## config.mk

```make
export PLATFORM = sky130hd
export DESIGN_NAME = dmw_command_decoder
export DESIGN_NICKNAME = d
export VERILOG_FILES = /design/src/dmw_pkg.sv /design/src/dmw_command_decoder.sv
export SDC_FILE = /design/constraint.sdc
export NUM_CORES = 1
export LEC_CHECK = 0
export ABC_AREA = 1
export BUFFER_PORTS_ARGS = -buffer_cell sky130_fd_sc_hd__buf_4
export CORE_MARGIN = 5
export CORE_UTILIZATION = 46
export CTS_CLUSTER_DIAMETER = 200
export CTS_CLUSTER_SIZE = 25
export DETAILED_ROUTE_END_ITERATION = 8
export HOLD_SLACK_MARGIN = 0.03
export PLACE_DENSITY = 0.69
export RECOVER_POWER = 100
export SLEW_MARGIN = 10
export SYNTH_ARGS = -nofsm -noshare
export SYNTH_HDL_FRONTEND = slang
export SYNTH_SLANG_ARGS = --single-unit
```

## constraint.sdc

```tcl
create_clock -name mclk -period 2.75 [get_ports mclk]
set_input_delay 0.4125 -clock mclk [delete_from_list [all_inputs] [get_ports mclk]]
set_output_delay 0.4125 -clock mclk [all_outputs]
set_load 0.01 [all_outputs]
```

## src/dmw_pkg.sv

```systemverilog
package dmw_pkg;

   // ************************************************************
   // Command codes and parameter limits.
   // ************************************************************
   localparam logic [7:0] CMD_PARTIAL_ON  = 8'h12;
   localparam logic [7:0] CMD_NORMAL_ON   = 8'h13;
   localparam logic [7:0] CMD_INVERT_OFF  = 8'h20;
   localparam logic [7:0] CMD_INVERT_ON   = 8'h21;
   localparam logic [7:0] CMD_DISPLAY_OFF = 8'h28;
   localparam logic [7:0] CMD_DISPLAY_ON  = 8'h29;
   localparam logic [7:0] CMD_COLUMN_SET  = 8'h2A;
   localparam logic [7:0] CMD_PAGE_SET    = 8'h2B;
   localparam logic [7:0] CMD_MEM_WRITE   = 8'h2C;

   localparam logic [9:0] COL_LIMIT_NARROW  = 10'h1DF;
   localparam logic [9:0] COL_LIMIT_WIDE    = 10'h35F;
   localparam logic [9:0] PAGE_LIMIT_NARROW = 10'h1DF;
   localparam logic [9:0] PAGE_LIMIT_WIDE   = 10'h13F;

   // ************************************************************
   // Register map, field positions and reset values.
   // ************************************************************
   localparam logic [11:0] ADDR_CTRL    = 12'h000;
   localparam logic [11:0] ADDR_STATUS  = 12'h004;
   localparam logic [11:0] ADDR_COLWIN  = 12'h008;
   localparam logic [11:0] ADDR_PAGEWIN = 12'h00C;
   localparam logic [11:0] ADDR_CURSOR  = 12'h010;

   localparam int unsigned CTRL_WRAP_BIT  = 0;
   localparam int unsigned CTRL_SWAP_BIT  = 1;
   localparam int unsigned CTRL_CMIR_BIT  = 2;
   localparam int unsigned CTRL_PMIR_BIT  = 3;
   localparam int unsigned CTRL_BLC_BIT   = 4;
   localparam int unsigned CTRL_WPP_LSB   = 5;
   localparam int unsigned CTRL_WIDTH     = 7;

   localparam logic [6:0] CTRL_RESET      = 7'h00;
   localparam logic [9:0] FIRST_RESET     = 10'h000;
   localparam logic [9:0] LAST_COL_RESET  = 10'h1DF;
   localparam logic [9:0] LAST_PAGE_RESET = 10'h1DF;

   // ************************************************************
   // Types.
   // ************************************************************
   typedef enum logic [3:0] {
      ST_IDLE    = 4'b0001,
      ST_COLPAR  = 4'b0010,
      ST_PAGEPAR = 4'b0100,
      ST_MEMWR   = 4'b1000
   } dmw_state_type;

   typedef struct packed {
      logic        enable;
      logic [9:0]  column;
      logic [9:0]  page;
      logic [23:0] pixel;
   } dmw_memwr_type;

   typedef struct packed {
      logic partialMode;
      logic invertOn;
      logic displayOn;
      logic backlightOn;
   } dmw_panel_type;

endpackage : dmw_pkg
```

## src/dmw_command_decoder.sv

```systemverilog
// The register addresses and the APB register port were decided locally.
`timescale 1ns/100ps
module dmw_command_decoder (
   // Clock and reset.
   input  wire  logic                   mclk,
   input  wire  logic                   rst_n,
   // Host command bus.
   input  wire  logic                   hostWrite,
   input  wire  logic                   cmdDataSelect,
   input  wire  logic [23:0]            hostData,
   // Panel timing.
   input  wire  logic                   frameStart,
   // APB slave.
   input  wire  logic                   psel,
   input  wire  logic                   penable,
   input  wire  logic                   pwrite,
   input  wire  logic [11:0]            paddr,
   input  wire  logic [31:0]            pwdata,
   output       logic                   pready,
   output       logic [31:0]            prdata,
   output       logic                   pslverr,
   // Frame memory write port and panel state.
   output       dmw_pkg::dmw_memwr_type memWrite,
   output       dmw_pkg::dmw_panel_type panelState
);

   // ************************************************************
   // Declarations.
   // ************************************************************
   dmw_pkg::dmw_state_type state;
   logic [dmw_pkg::CTRL_WIDTH-1:0] ctrl;
   logic [1:0]  parIndex;
   logic [9:0]  parFirst;
   logic [1:0]  parHigh;
   logic [9:0]  firstColumn;
   logic [9:0]  lastColumn;
   logic [9:0]  firstRowPage;
   logic [9:0]  lastRowPage;
   logic [9:0]  colCnt;
   logic [9:0]  pageCnt;
   logic        winDone;
   logic [1:0]  wordCnt;
   logic [23:0] pixAcc;
   logic        partialPending;
   logic        partialTarget;
   logic        blcClear;
   logic        isCmd;
   logic        isData;
   logic [9:0]  colLimit;
   logic [9:0]  pageLimit;
   logic [9:0]  parLast;
   logic        pixelDone;
   logic [23:0] pixelValue;
   logic [9:0]  curCol;
   logic [9:0]  curPage;
   logic        storeNow;
   logic [9:0]  next_colCnt;
   logic [9:0]  next_pageCnt;
   logic        next_winDone;
   logic [10:0] colSum;
   logic [10:0] pageSum;
   logic        apbAccess;
   logic        apbHit;
   logic        partialMode;
   logic        invertOn;
   logic        displayOn;
   logic        backlightOn;

   assign isCmd     = hostWrite & ~cmdDataSelect;
   assign isData    = hostWrite & cmdDataSelect;
   assign colLimit  = ctrl[dmw_pkg::CTRL_SWAP_BIT] ? dmw_pkg::COL_LIMIT_WIDE
                                                   : dmw_pkg::COL_LIMIT_NARROW;
   assign pageLimit = ctrl[dmw_pkg::CTRL_SWAP_BIT] ? dmw_pkg::PAGE_LIMIT_WIDE
                                                   : dmw_pkg::PAGE_LIMIT_NARROW;
   assign parLast   = {parHigh, hostData[7:0]};
   assign blcClear  = isCmd & (hostData[7:0] == dmw_pkg::CMD_INVERT_ON) & ~panelState.invertOn;

   // ************************************************************
   // Panel state outputs.
   // ************************************************************
   assign panelState = {partialMode,
                        invertOn,
                        displayOn,
                        backlightOn};

   // ************************************************************
   // Command sequencing.
   // ************************************************************
   always_ff @(posedge mclk) begin
      if (!rst_n) begin
         state    <= dmw_pkg::ST_IDLE;
         parIndex <= 2'h0;
      end else if (isCmd) begin
         parIndex <= 2'h0;
         case (hostData[7:0])
            dmw_pkg::CMD_COLUMN_SET: state <= dmw_pkg::ST_COLPAR;
            dmw_pkg::CMD_PAGE_SET:   state <= dmw_pkg::ST_PAGEPAR;
            dmw_pkg::CMD_MEM_WRITE:  state <= dmw_pkg::ST_MEMWR;
            default:                 state <= dmw_pkg::ST_IDLE;
         endcase
      end else if (isData) begin
         case (state)
            dmw_pkg::ST_COLPAR, dmw_pkg::ST_PAGEPAR: begin
               parIndex <= parIndex + 2'h1;
               if (parIndex == 2'h3) begin
                  state <= dmw_pkg::ST_IDLE;
               end
            end
            default: begin
            end
         endcase
      end
   end

   // ************************************************************
   // Range parameters.
   // ************************************************************
   always_ff @(posedge mclk) begin
      if (!rst_n) begin
         parHigh      <= 2'h0;
         parFirst     <= dmw_pkg::FIRST_RESET;
         firstColumn  <= dmw_pkg::FIRST_RESET;
         lastColumn   <= dmw_pkg::LAST_COL_RESET;
         firstRowPage <= dmw_pkg::FIRST_RESET;
         lastRowPage  <= dmw_pkg::LAST_PAGE_RESET;
      end else if (isData && (state == dmw_pkg::ST_COLPAR || state == dmw_pkg::ST_PAGEPAR)) begin
         case (parIndex)
            2'h0: parHigh <= hostData[1:0];
            2'h1: parFirst <= {parHigh, hostData[7:0]};
            2'h2: parHigh <= hostData[1:0];
            default: begin
               if (state == dmw_pkg::ST_COLPAR) begin
                  if (parFirst <= colLimit && parLast <= colLimit) begin
                     firstColumn <= parFirst;
                     lastColumn  <= parLast;
                  end
               end else begin
                  if (parFirst <= pageLimit && parLast <= pageLimit) begin
                     firstRowPage <= parFirst;
                     lastRowPage  <= parLast;
                  end
               end
            end
         endcase
      end
   end

   // ************************************************************
   // Pixel assembly.
   // ************************************************************
   always_comb begin
      pixelDone  = isData && (state == dmw_pkg::ST_MEMWR)
                   && (wordCnt == ctrl[dmw_pkg::CTRL_WPP_LSB +: 2]);
      pixelValue = 24'h00_0000;
      case (ctrl[dmw_pkg::CTRL_WPP_LSB +: 2])
         2'h1:    pixelValue = {8'h00, pixAcc[7:0], hostData[7:0]};
         2'h2:    pixelValue = {pixAcc[15:0], hostData[7:0]};
         default: pixelValue = hostData;
      endcase
   end

   always_ff @(posedge mclk) begin
      if (!rst_n) begin
         wordCnt <= 2'h0;
         pixAcc  <= 24'h00_0000;
      end else if (isCmd || pixelDone) begin
         wordCnt <= 2'h0;
      end else if (isData && state == dmw_pkg::ST_MEMWR) begin
         wordCnt <= wordCnt + 2'h1;
         pixAcc  <= {pixAcc[15:0], hostData[7:0]};
      end
   end

   // ************************************************************
   // Address counter stepping.
   // ************************************************************
   always_comb begin
      curCol       = winDone ? firstColumn : colCnt;
      curPage      = winDone ? firstRowPage : pageCnt;
      storeNow     = pixelDone & (~winDone | ctrl[dmw_pkg::CTRL_WRAP_BIT]);
      next_colCnt  = curCol;
      next_pageCnt = curPage;
      next_winDone = (curCol == lastColumn) && (curPage == lastRowPage);
      if (!ctrl[dmw_pkg::CTRL_SWAP_BIT]) begin
         if (curCol == lastColumn) begin
            next_colCnt  = firstColumn;
            next_pageCnt = next_winDone ? firstRowPage : curPage + 10'h001;
         end else begin
            next_colCnt = curCol + 10'h001;
         end
      end else begin
         if (curPage == lastRowPage) begin
            next_pageCnt = firstRowPage;
            next_colCnt  = next_winDone ? firstColumn : curCol + 10'h001;
         end else begin
            next_pageCnt = curPage + 10'h001;
         end
      end
      colSum  = {1'b0, firstColumn} + {1'b0, lastColumn} - {1'b0, curCol};
      pageSum = {1'b0, firstRowPage} + {1'b0, lastRowPage} - {1'b0, curPage};
   end

   always_ff @(posedge mclk) begin
      if (!rst_n) begin
         colCnt  <= dmw_pkg::FIRST_RESET;
         pageCnt <= dmw_pkg::FIRST_RESET;
         winDone <= 1'b0;
      end else if (isCmd && hostData[7:0] == dmw_pkg::CMD_MEM_WRITE) begin
         colCnt  <= firstColumn;
         pageCnt <= firstRowPage;
         winDone <= 1'b0;
      end else if (storeNow) begin
         colCnt  <= next_colCnt;
         pageCnt <= next_pageCnt;
         winDone <= next_winDone;
      end
   end

   always_ff @(posedge mclk) begin
      if (!rst_n) begin
         memWrite <= '0;
      end else begin
         memWrite.enable <= storeNow;
         memWrite.pixel  <= pixelValue;
         memWrite.column <= ctrl[dmw_pkg::CTRL_CMIR_BIT] ? colSum[9:0] : curCol;
         memWrite.page   <= ctrl[dmw_pkg::CTRL_PMIR_BIT] ? pageSum[9:0] : curPage;
      end
   end

   // ************************************************************
   // Display modes.
   // ************************************************************
   always_ff @(posedge mclk) begin
      if (!rst_n) begin
         partialPending <= 1'b0;
         partialTarget  <= 1'b0;
         partialMode    <= 1'b0;
      end else begin
         if (frameStart && partialPending) begin
            partialMode <= partialTarget;
         end
         if (isCmd && (hostData[7:0] == dmw_pkg::CMD_PARTIAL_ON
                       || hostData[7:0] == dmw_pkg::CMD_NORMAL_ON)) begin
            partialTarget  <= (hostData[7:0] == dmw_pkg::CMD_PARTIAL_ON);
            partialPending <= (hostData[7:0] == dmw_pkg::CMD_PARTIAL_ON)
                              != panelState.partialMode;
         end else if (frameStart) begin
            partialPending <= 1'b0;
         end
      end
   end

   always_ff @(posedge mclk) begin
      if (!rst_n) begin
         invertOn  <= 1'b0;
         displayOn <= 1'b0;
      end else if (isCmd) begin
         case (hostData[7:0])
            dmw_pkg::CMD_INVERT_OFF:  invertOn  <= 1'b0;
            dmw_pkg::CMD_INVERT_ON:   invertOn  <= 1'b1;
            dmw_pkg::CMD_DISPLAY_OFF: displayOn <= 1'b0;
            dmw_pkg::CMD_DISPLAY_ON:  displayOn <= 1'b1;
            default: begin
            end
         endcase
      end
   end

   // ************************************************************
   // APB register file.
   // ************************************************************
   assign apbAccess = psel & penable & pready;
   assign apbHit    = (paddr == dmw_pkg::ADDR_CTRL) || (paddr == dmw_pkg::ADDR_STATUS)
                      || (paddr == dmw_pkg::ADDR_COLWIN) || (paddr == dmw_pkg::ADDR_PAGEWIN)
                      || (paddr == dmw_pkg::ADDR_CURSOR);

   always_ff @(posedge mclk) begin
      if (!rst_n) begin
         ctrl <= dmw_pkg::CTRL_RESET;
      end else begin
         if (apbAccess && pwrite && paddr == dmw_pkg::ADDR_CTRL) begin
            ctrl <= pwdata[dmw_pkg::CTRL_WIDTH-1:0];
         end
         if (blcClear) begin
            ctrl[dmw_pkg::CTRL_BLC_BIT] <= 1'b0;
         end
      end
   end

   always_ff @(posedge mclk) begin
      if (!rst_n) begin
         backlightOn <= 1'b0;
      end else begin
         backlightOn <= ctrl[dmw_pkg::CTRL_BLC_BIT] & ~blcClear;
      end
   end

   always_ff @(posedge mclk) begin
      if (!rst_n) begin
         pready  <= 1'b0;
         pslverr <= 1'b0;
         prdata  <= 32'h0000_0000;
      end else begin
         pready  <= psel & penable & ~pready;
         pslverr <= psel & penable & ~pready & ~apbHit;
         prdata  <= 32'h0000_0000;
         if (psel && penable && !pready && !pwrite) begin
            case (paddr)
               dmw_pkg::ADDR_CTRL:    prdata <= {25'h000_0000, ctrl};
               dmw_pkg::ADDR_STATUS:  prdata <= {25'h000_0000, state == dmw_pkg::ST_MEMWR,
                                                 winDone, partialPending, panelState};
               dmw_pkg::ADDR_COLWIN:  prdata <= {6'h00, lastColumn, 6'h00, firstColumn};
               dmw_pkg::ADDR_PAGEWIN: prdata <= {6'h00, lastRowPage, 6'h00, firstRowPage};
               dmw_pkg::ADDR_CURSOR:  prdata <= {6'h00, pageCnt, 6'h00, colCnt};
               default:               prdata <= 32'h0000_0000;
            endcase
         end
      end
   end

endmodule : dmw_command_decoder

```

* Yosys cells after proc, flatten, opt, wreduce, memory -nomap -nowiden *
Cells that the tools add are included.
Widths: inputs -> output; s select.

cells by class
  add/subtract/negate cells = 8
  magnitude comparators = 4
  equal/unequal tests = 25
  multiplexer cells = 29
  bitwise logic cells = 21
  reduce and logical (&&, ||, !) cells = 49

operators with widths
  cell                   count
  $mux 10                17
  $pmux 26 s5            1
  $eq 8x6->1 const B     7
  $pmux 24 s2            1
  $eq 12x4->1 const B    2
  $add 10x1->10 const B  2
  $add 10x10->10         2
  $eq 10x10->1           2
  $le 10x10->1           2
  $le 10x9->1            2
  $sub 10x10->10         2
  $eq 8x5->1 const B     2
  $mux 4                 4
  $logic_and 1x1->1      14
  $reduce_and 2->1       7
  $reduce_bool 2->1      7
  $eq 12x3->1 const B    1
  $eq 12x5->1 const B    1
  $logic_not 12->1       1
  $pmux 4 s3             1
  $reduce_or 2->1        6
  $and 1x1->1            10
  $not 1->1              10
  $mux 8                 1
  other kinds (17)       31

storage, ports and cells
  register bits after elaboration = 189
  bits of input ports = 76
  output and inout bits = 83

* Logic depth before layout (Yosys ltp) *
Gate-level depths: netlist of the first run.

  depth after elaboration = 8
  depth in mapped cells = 18
  mapped depth without buffers = 15

* Least setup slack after synthesis of the first run *
OpenSTA, ideal clock, no wires.

  kind = reg2reg
  start = register winDone
  end = register memWrite[30] (netlist name)
  library setup time = 0.057 ns
  data arrival time = 2.939 ns
  required time = 2.693 ns
  path slack = -0.246 ns
  stages on the path, launching flop included = 18
  path buffers = 3
  path through = dfxtp_1 buf_6 buf_6 buf_6 o21ai_1 ha_1 inv_1 ha_1 inv_1 fa_1 o21ai_0 a21oi_1 o21ai_0 xor2_1 nand2_1 o21ai_0 nand2_1 inv_1

between the ends
  longest elaborated chain between the ends = 3

RTL lines
  element                   line                        text
  start: declaration        dmw_command_decoder.sv:41   logic winDone;
  start signal: assignment  dmw_command_decoder.sv:215  winDone <= next_winDone;
  $mux 10 *                 dmw_command_decoder.sv:179  curPage = winDone ? firstRowPage : pageCnt;
  $sub 10x10->10            dmw_command_decoder.sv:200  pageSum = {1'b0, firstRowPage} + {1'b0, lastRowPage} - {1'b0, curPage};
  $mux 10 *                 dmw_command_decoder.sv:226  memWrite.page <= ctrl[dmw_pkg::CTRL_PMIR_BIT] ? pageSum[9:0] : curPage;
  end: declaration          dmw_command_decoder.sv:23   output dmw_pkg::dmw_memwr_type memWrite,

Every way passes the cells marked *; elsewhere a longest branch is shown, timed or not.
A chain may end at the register's enable or synchronous reset.

* Worst setup path in the final report of the first run *
  start = register winDone
  end = register memWrite[42] (netlist name)

between the ends
  longest elaborated chain between the ends = 3

RTL lines
  element         line                        text
  $mux 10 *       dmw_command_decoder.sv:178  curCol = winDone ? firstColumn : colCnt;
  $sub 10x10->10  dmw_command_decoder.sv:199  colSum = {1'b0, firstColumn} + {1'b0, lastColumn} - {1'b0, curCol};
  $mux 10 *       dmw_command_decoder.sv:225  memWrite.column <= ctrl[dmw_pkg::CTRL_CMIR_BIT] ? colSum[9:0] : curCol;

Marks and branches as above.

==> results of run 1 <==
==> flip-flops by register name, summed over array words and instances (netlist names), 2 cells and up <==
signal,flops
parHigh,2
lastRowPage,10
memWrite,45
firstRowPage,10
pageCnt,10
pixAcc,16
state,4
lastColumn,10
prdata,20
parFirst,10
parIndex,2
firstColumn,10
colCnt,10
ctrl,7
wordCnt,2
==> power by group through the flow <==
stage | combinational (mW) | sequential [mW] | clock [mW]
2_1_floorplan | 0.104 | 2.66 | 0
3_3_place_gp | 0.238 | 2.65 | 0
3_5_place_dp | 0.240 | 2.65 | 0
4_1_cts | 0.241 | 2.59 | 2.68
5_1_grt | 0.245 | 2.59 | 2.79
6_report | 0.224 | 2.59 | 2.66
==> worst max-delay path, cell delays in order, from the launching register on <==
cell and delay, ns:
dfxtp_4 0.38, inv_6 0.15, buf_4 0.16, nand2_2 0.08, nand2_1 0.09, inv_1 0.06
fa_1 0.48, inv_1 0.04, ha_1 0.35, a21oi_1 0.10, o311ai_1 0.34, a21oi_1 0.12
o21ai_0 0.11, o211ai_1 0.11, inv_1 0.07
==> routing by layer <==
layer / track usage / routed length [um]
met3: 0.0393 / 2820
met1: 0.344 / 14500
met4: 0.0946 / 1000
met2: 0.412 / 15700
met5: 0 / 0
==> worst max-delay path by stage <==
stage,from,to,slack (ns),cells past startpoint
after floorplan,winDone,memWrite[30],-0.04,17
after global placement,winDone,memWrite[42],-0.03,14
after detailed placement,winDone,memWrite[41],-0.07,15
after CTS,winDone,memWrite[42],0.03,14
after global routing,winDone,memWrite[42],-0.09,14
final,winDone,memWrite[42],0.07,14
==> logic make-up (layout without fill, tap and decap cells) <==
group | Yosys count | count (layout)
other | 1 | 12
xor gates and xnor gates | 20 | 20
and+or+nand+nor | 583 | 583
DFF | 177 | 177
AOI/OAI and AO/OA | 354 | 354
buffers and inverters | 328 | 486
adders and majority gates | 54 | 54
==> timing repair <==
action | CTS | global route
gates cloned | 0 | 0
setup buffers | 0 | 2
setup endpoints to repair | 6 | 9
resized for setup | 2 | 30
pin swaps | 0 | 1
==> cell type report <==
type | instances | area [um^2]
tap | 285 | 357
multi-input combinational | 1023 | 5750
fill | 2246 | 10100
clock buffer | 17 | 425
timing repair buffer | 203 | 1260
sequential | 177 | 3550
clock inverter | 15 | 228
inverter | 251 | 947
==> per-stage QoR <==
stage,hold slack (ns),worst slack (ns),std cells,util,instance area (um^2)
after global routing,0.171,-0.0880,1971,0.553,12500
after floorplan,0.430,-0.0440,1528,-,10600
after detailed placement,0.454,-0.0667,1937,0.533,12100
after global placement,0.453,-0.0332,1937,0.533,12100
final,0.167,0.0654,1971,0.553,12500
after CTS,0.157,0.0259,1969,0.562,12700
==> synthesized netlist by cell type (all sizes together), types with 18 or more instances <==
| cell | n | area [um^2] |
|---|---|---|
| o211ai | 24 | 180 |
| nand4 | 18 | 113 |
| o22ai | 37 | 231 |
| dfxtp | 177 | 3540 |
| nand3 | 101 | 551 |
| xor2 | 19 | 166 |
| clkbuf | 46 | 173 |
| o21ai | 112 | 583 |
| nor2 | 100 | 425 |
| fa | 18 | 360 |
| buf | 31 | 273 |
| inv | 247 | 930 |
| nand2 | 343 | 1470 |
| a21oi | 157 | 790 |
| ha | 36 | 450 |
==> run metrics, run 1 <==
pins over their slew limit 0; Tmin final 2.68 ns; # rows 55; die width 162 um; Tightest Pin Transition 1.05 ns; dpl hpwl 25.5 mm; Yosys warning count 0; drt initial violations 1,115; status completed; sequential fraction of design power 0.473; critical path type flop to flop; largest net degree at the start of global routing 105; min-delay src hostData[12]; slew margin rel. 0.303; leakage power 5.71 nW; ant diodes 0; r2r worst-path depth 14; CP Data Required Time 3.14 ns; Worst-Skew Late Latency 0.45 ns; hold endpoint memWrite[12]; switching power 1.46 mW; Post-Syn Area per Cell 6.97 um^2; synthesized flop and latch total 177; drt pass-1 iters 7; CTS tree built; antenna violations before repair 0; Final setup viols 0; Setup crit start kind flop; Final Hold Viols 0; post-synthesis compound-gate area fraction 0.186; R2R Setup Slk 0.07 ns; vias in the first global route 9,978; net switching fraction of the power 0.267; clk buf depth 2; post-DR vias/cell 5.42; CP Max Fanout 13; post-synthesis sequential area ratio 0.335; Boundary Pins 159; FF-to-FF End memWrite[42]; Adder-Cell Fraction of Synth Area 0.0767; Pint 4.01 mW; clk root buf clkbuf_16; core area 22,600 um^2; fraction of registers with async set/reset 0; post-synthesis mux area share 0; hold crit path type primary input to flop; cell count after synthesis 1,517; share of layout cells above drive strength 1 0.143; prevailing post-synth register cell dfxtp_1; Post-Syn Area 10,600 um^2; DRT antenna net count 0; Simple-Gate Fraction of Synth Area 0.253; Chip Height 162 um; DRC Markers 0; wire per inst 17.2 um; Initial Util 0.467; CTS sink count 177; cts hold-fix bufs 0; Total Routed Length 34.0 mm; Setup TNS 0 ns; reg-to-reg startpoint winDone; Setup Skew 0.0163 ns; Total GRT Usage 0.254; max-cap violations 0; clock share of power 0.486; Comb power frac 0.041; grt total ovfl 0; Worst Hold Path Cells 3; crit path capture type flop; VDD IR-drop max 422 uV; CTS H-tree lvls 4; largest family of logic cells by synthesized area simple AND/OR/NAND/NOR gates; IO Port Bufs 121; global-route wire length before repair 52.6 mm; Clock Pin Slew Worst Setup and Hold Paths 0.09 ns; commonest non-fill, non-tap cell in the layout nand2_1; die area 26,100 um^2; routed via count 10,700; Area Overhead vs Synth 18.5%; Pwr Total 5.47 mW; RD Place Congestion 0.931; worst path arrival time 3.08 ns; Nets 1,803; Power Dens Cells 437 nW/um^2; TritonCTS Buffers 17; commonest cells after routing, fill and taps aside nand2_1 (304), inv_1 (237), dfxtp_1 (176); Post-synth EDFFs 0; Yosys cell types 48; fmax 0.372 GHz; xor and xnor area share after synthesis 0.0166; period utilisation layout 0.976
Note: power is estimated with default switching activity, not from simulation.
==> run 2, diff against run 1 <==
--- a/config.mk
+++ b/config.mk
@@ -6,14 +6,13 @@
 export NUM_CORES = 1
 export LEC_CHECK = 0
 export ABC_AREA = 1
-export BUFFER_PORTS_ARGS = -buffer_cell sky130_fd_sc_hd__buf_4
 export CORE_MARGIN = 5
 export CORE_UTILIZATION = 46
 export CTS_CLUSTER_DIAMETER = 200
 export CTS_CLUSTER_SIZE = 25
 export DETAILED_ROUTE_END_ITERATION = 8
+export DONT_BUFFER_PORTS = 1
 export HOLD_SLACK_MARGIN = 0.03
-export PLACE_DENSITY = 0.69
 export RECOVER_POWER = 100
 export SLEW_MARGIN = 10
 export SYNTH_ARGS = -nofsm -noshare
==> run metrics, run 2 (synthesis gave the netlist of run 1 again) <==
Initial Util 0.467; Power Dens Cells 446 nW/um^2; DRT antenna net count 0; biggest regs memWrite (45), prdata (20), pixAcc (16); leakage power 5.45 nW; wire per inst 18.1 um; commonest non-fill, non-tap cell in the layout nand2_1; Final Hold Viols 0; CP Max Fanout 15; unrepaired setup endpoints after global routing yes; clk buf depth 2; Clock Pin Slew Worst Setup and Hold Paths 0.09 ns; critical path type flop to flop; die width 162 um; routed via count 10,100; Area Overhead vs Synth 13.4%; # rows 55; CTS sink count 177; CTS H-tree lvls 4; sequential fraction of design power 0.486; global-route wire length before repair 53.2 mm; IO Port Bufs 0; DRC Markers 0; Total GRT Usage 0.258; Boundary Pins 159; cts hold-fix bufs 0; drt initial violations 776; Nets 1,687; post-DR vias/cell 5.44; die area 26,100 um^2; status completed; dpl hpwl 25.4 mm; CP delay by family, top adder cells; period utilisation layout 0.947; clk root buf clkbuf_16; met3 wire len 2.32 mm; antenna violations before repair 1; hold crit path type primary input to flop; max layer used met4; Chip Height 162 um; switching power 1.44 mW; largest net degree at the start of global routing 106; grt total ovfl 0; Design Area, Final 12,000 um^2; hold_ws 0.0546 ns; Area after DPL 11,200 um^2; CTS tree built; CP max-delay cell fa_1; share of layout cells above drive strength 1 0.134; fmax 0.384 GHz; critical path buffer and inverter count 3; Setup Skew 0.0163 ns; Tightest Pin Transition 1.17 ns; commonest cells after routing, fill and taps aside nand2_1 (302), inv_1 (238), dfxtp_1 (176); vias in the first global route 9,667; Total Routed Length 33.6 mm; max-cap violations 0; Comb power frac 0.019; clock share of power 0.495; Top reg by flops memWrite; pins over their slew limit 0; Crit path largest cell delay 0.48 ns; TritonCTS Buffers 17; slew margin rel. 0.217; DR WL met2 15.6 mm; Post-Route M1 WL 15.2 mm; Setup crit start kind flop; crit path capture type flop; core area 22,600 um^2; Worst-Skew Late Latency 0.45 ns; Final setup viols 0; CP Data Required Time 3.09 ns; RD Place Congestion 0.896; max reg flops 45; Pint 3.90 mW; Tmin final 2.61 ns; VDD IR-drop max 355 uV; drt pass-1 iters 5; Cell Chain, Critical Path buf_12 > nand2_1 > nand2_2 > fa_1 > inv_1 > ha_1 > a21oi_1 > o21ai_1 > a21oi_1 > nor2_1 > nor2_1 > xor2_1 > o21bai_1 > inv_1; net switching fraction of the power 0.270; worst path arrival time 2.94 ns
==> run 2: changes by cell type in the layout (fill, tap and decap cells not counted), moves of 3 or more <==
cell / previous run / this run
ha_1: 34 / 31
clkinv_8: 7 / 4
inv_12: 2 / 6
buf_4: 111 / 81
clkbuf_1: 81 / 1
clkbuf_2: 4 / 1
ha_4: 2 / 5
==> run 2: area by class of cell <==
class | count | area [um^2]
Timing Repair Buffer | 87 | 688
Multi-Input combinational cell | 1023 | 5800
Sequential cell | 177 | 3550
Antenna cell | 2 | 5.00
Tap cell | 285 | 357
Fill cell | 2239 | 10700
Clock buffer | 17 | 425
Clock inverter | 15 | 220
Inverter | 251 | 950
==> run 2: worst reg2reg max path, cell delays in order (launching register included) <==
cell,delay (ns)
dfxtp_4,0.38
buf_12,0.16
nand2_1,0.10
nand2_2,0.07
fa_1,0.48
inv_1,0.04
ha_1,0.33
a21oi_1,0.22
o21ai_1,0.13
a21oi_1,0.18
nor2_1,0.06
nor2_1,0.11
xor2_1,0.08
o21bai_1,0.12
inv_1,0.05
==> run 2: through the flow <==
| step | std cells | power (mW) | TNS [ns] | setup slack (ns) | utilization |
|---|---|---|---|---|---|
| 2_1_floorplan | 1528 | 2.76 | -0.0440 | -0.0440 | - |
| 3_3_place_gp | 1822 | 2.76 | -0.0310 | -0.0310 | 0.495 |
| 3_5_place_dp | 1822 | 2.76 | -0.0893 | -0.0616 | 0.495 |
| 4_1_cts | 1854 | 5.40 | 0 | 0.00604 | 0.524 |
| 5_1_grt | 1855 | 5.53 | -0.0308 | -0.0214 | 0.529 |
| 6_report | 1857 | 5.35 | 0 | 0.144 | 0.530 |
==> run 2: final timing paths <==
kind	from	endpoint	slack [ns]	cells past startpoint
worst max-delay path	winDone	memWrite[41]	0.14	14
worst min-delay path	hostData[1]	memWrite[1]	0.05	2
worst max register to register	winDone	memWrite[41]	0.14	14
worst min register to register	pixAcc[7]	pixAcc[15]	0.46	2
==> run 2: repair_timing <==
item	in CTS	in global routing
setup endpoints to repair	6	10
setup buffers	0	1
resized for setup	1	31
pin swaps	0	7
==> run 2: layer usage <==
layer,GRT usage,up-vias
li1,-,4975
met1,0.353,4750
met2,0.416,337
met3,0.0566,43
met4,0.0651,0
met5,0,-
==> run 2: power by group through the flow <==
stage / logic, mW / registers (mW) / clock network [mW]
2_1_floorplan: 0.104 / 2.66 / 0
3_3_place_gp: 0.0963 / 2.66 / 0
3_5_place_dp: 0.0991 / 2.66 / 0
4_1_cts: 0.0992 / 2.60 / 2.70
5_1_grt: 0.114 / 2.60 / 2.81
6_report: 0.0996 / 2.60 / 2.65
==> run 3, diff against run 2 <==
--- a/config.mk
+++ b/config.mk
@@ -14,6 +14,7 @@
 export DONT_BUFFER_PORTS = 1
 export HOLD_SLACK_MARGIN = 0.03
 export RECOVER_POWER = 100
+export SETUP_SLACK_MARGIN = 0.5
 export SLEW_MARGIN = 10
 export SYNTH_ARGS = -nofsm -noshare
 export SYNTH_HDL_FRONTEND = slang
==> run metrics, run 3 (synthesis gave the netlist of run 1 again) <==
status completed; max-cap violations 0; CP Data Required Time 3.10 ns; # rows 55; biggest regs memWrite (45), prdata (20), pixAcc (16); Design Area, Final 12,400 um^2; Cell Chain, Critical Path buf_12 > nand2_1 > o21ai_2 > fa_1 > inv_1 > ha_4 > a21oi_1 > o21ai_4 > a21oi_1 > o21ai_1 > xor2_1 > nand2_1 > o21ai_1 > nand2_1 > inv_1; RD Place Congestion 0.895; hold endpoint memWrite[1]; Tightest Pin Transition 1.05 ns; pins over their slew limit 0; unrepaired setup endpoints after global routing yes; leakage power 5.51 nW; post-placement cell count 1,800; share of layout cells above drive strength 1 0.168; Power Dens Cells 435 nW/um^2; Setup crit start kind flop; antenna violations before repair 0; Worst-Skew Late Latency 0.45 ns; Boundary Pins 159; critical path type flop to flop; Crit path largest cell delay 0.44 ns; Finished Core Util 0.547; CTS H-tree lvls 4; dpl hpwl 25.4 mm; fmax 0.386 GHz; hold_ws 0.0493 ns; reg-to-reg startpoint winDone; Total Routed Length 34.7 mm; hold crit path type primary input to flop; cts hold-fix bufs 0; most used cell, CP nand2_1; core area 22,600 um^2; R2R Setup Slk 0.16 ns; worst path arrival time 2.94 ns; Non-Filler Instances 1,864; clk root buf clkbuf_16; VDD IR-drop max 445 uV; Setup TNS 0 ns; TritonCTS Buffers 17; slew margin rel. 0.291; largest net degree at the start of global routing 106; IO Port Bufs 0; die area 26,100 um^2; Final Hold Viols 0; Total GRT Usage 0.262; commonest cells after routing, fill and taps aside nand2_1 (285), inv_1 (231), dfxtp_1 (176); r2r worst-path depth 15; CP Max Fanout 15; drt pass-1 iters 6; Nets 1,696; global-route wire length before repair 54.0 mm; routed via count 10,200; vias in the first global route 9,772; commonest non-fill, non-tap cell in the layout nand2_1; Clock Pin Slew Worst Setup and Hold Paths 0.09 ns; Setup Skew 0.0183 ns; Worst Hold Path Cells 2; drt initial violations 848; Initial Util 0.467; Area Overhead vs Synth 17.3%; Top reg by flops memWrite; CP max-delay cell fa_1; ant diodes 0; period utilisation layout 0.943; die width 162 um; clk buf depth 2; wire per inst 18.6 um; post-DR vias/cell 5.45; Chip Height 162 um; grt total ovfl 0; Final setup viols 0; DRC Markers 0; CTS tree built; crit path capture type flop; FF-to-FF End memWrite[40]; Area after DPL 11,300 um^2; fillers 2,224; Tmin final 2.59 ns; DRT antenna net count 0; min-delay src hostData[1]; CTS sink count 177; max reg flops 45
run 3: cell count changes in the layout (fill, tap and decap cells not counted), sizes merged:
| cell | before | now |
|---|---|---|
| diode | 2 | 0 |
| clkbuf | 19 | 31 |
| buf | 85 | 81 |
| clkinvlp | 0 | 1 |
| bufbuf | 0 | 1 |
| clkinv | 8 | 6 |
| inv | 258 | 259 |
run 3: metrics by stage:
step	power [mW]	setup slack (ns)
after global placement	2.76	0.0751
after CTS	5.44	0.215
final	5.39	0.158
after detailed placement	2.76	0.0639
after floorplan	2.76	0.203
after global routing	5.57	-0.0120
run 3: metal layers:
metal | track usage | vias to the layer above | part of all wire | wire, um
met3 | 0.0470 | 60 | 0.084 | 2900
met1 | 0.360 | 4714 | 0.43 | 14900
met5 | 0 | - | 0 | 0
met4 | 0.0857 | 0 | 0.027 | 922
met2 | 0.420 | 405 | 0.46 | 15900
li1 | - | 4989 | - | -
run 3: how the worst max path moves through the flow:
stage / startpoint / end / slack [ns] / cells after the start
5_1_grt: winDone / memWrite[42] / -0.01 / 15
3_3_place_gp: winDone / memWrite[43] / 0.08 / 13
4_1_cts: winDone / memWrite[43] / 0.22 / 13
2_1_floorplan: winDone / memWrite[40] / 0.20 / 14
3_5_place_dp: winDone / memWrite[41] / 0.06 / 15
6_report: winDone / memWrite[40] / 0.16 / 15
run 3: worst max-delay path: cells and delay by family, from the launching register on:
family	cells	cell delay, ns
xor gates and xnor gates	1	0.16
AOI/OAI and AO/OA	6	0.73
adders and majority gates	2	0.67
DFF	1	0.42
and+or+nand+nor	3	0.22
buffers and inverters	3	0.31
run 3: final cells by class:
type | count | area, um^2 | area share
Tap cell | 285 | 357 | 0.0288
Inverter | 251 | 953 | 0.0769
Sequential cell | 177 | 3550 | 0.286
Clock buffer | 17 | 425 | 0.0343
Clock inverter | 15 | 224 | 0.0181
Multi-Input combinational cell | 1023 | 6120 | 0.493
Timing Repair Buffer | 96 | 772 | 0.0623
run 3: where the power goes:
part | internal (mW) | switching, mW | leakage, nW | total (mW)
Clock | 1.30 | 1.39 | 0.313 | 2.69
Sequential | 2.58 | 0.0196 | 1.43 | 2.60
Combinational | 0.0304 | 0.0704 | 3.77 | 0.101
Total | 3.91 | 1.48 | 5.51 | 5.39
run 3: repair_timing:
item                       4_1_cts  5_1_grt
pin swaps                       16       18
resized for setup               45       57
buffers inserted                16       15
hold endpoints to repair         0        0
setup endpoints to repair       41       66
cloned                           1        0
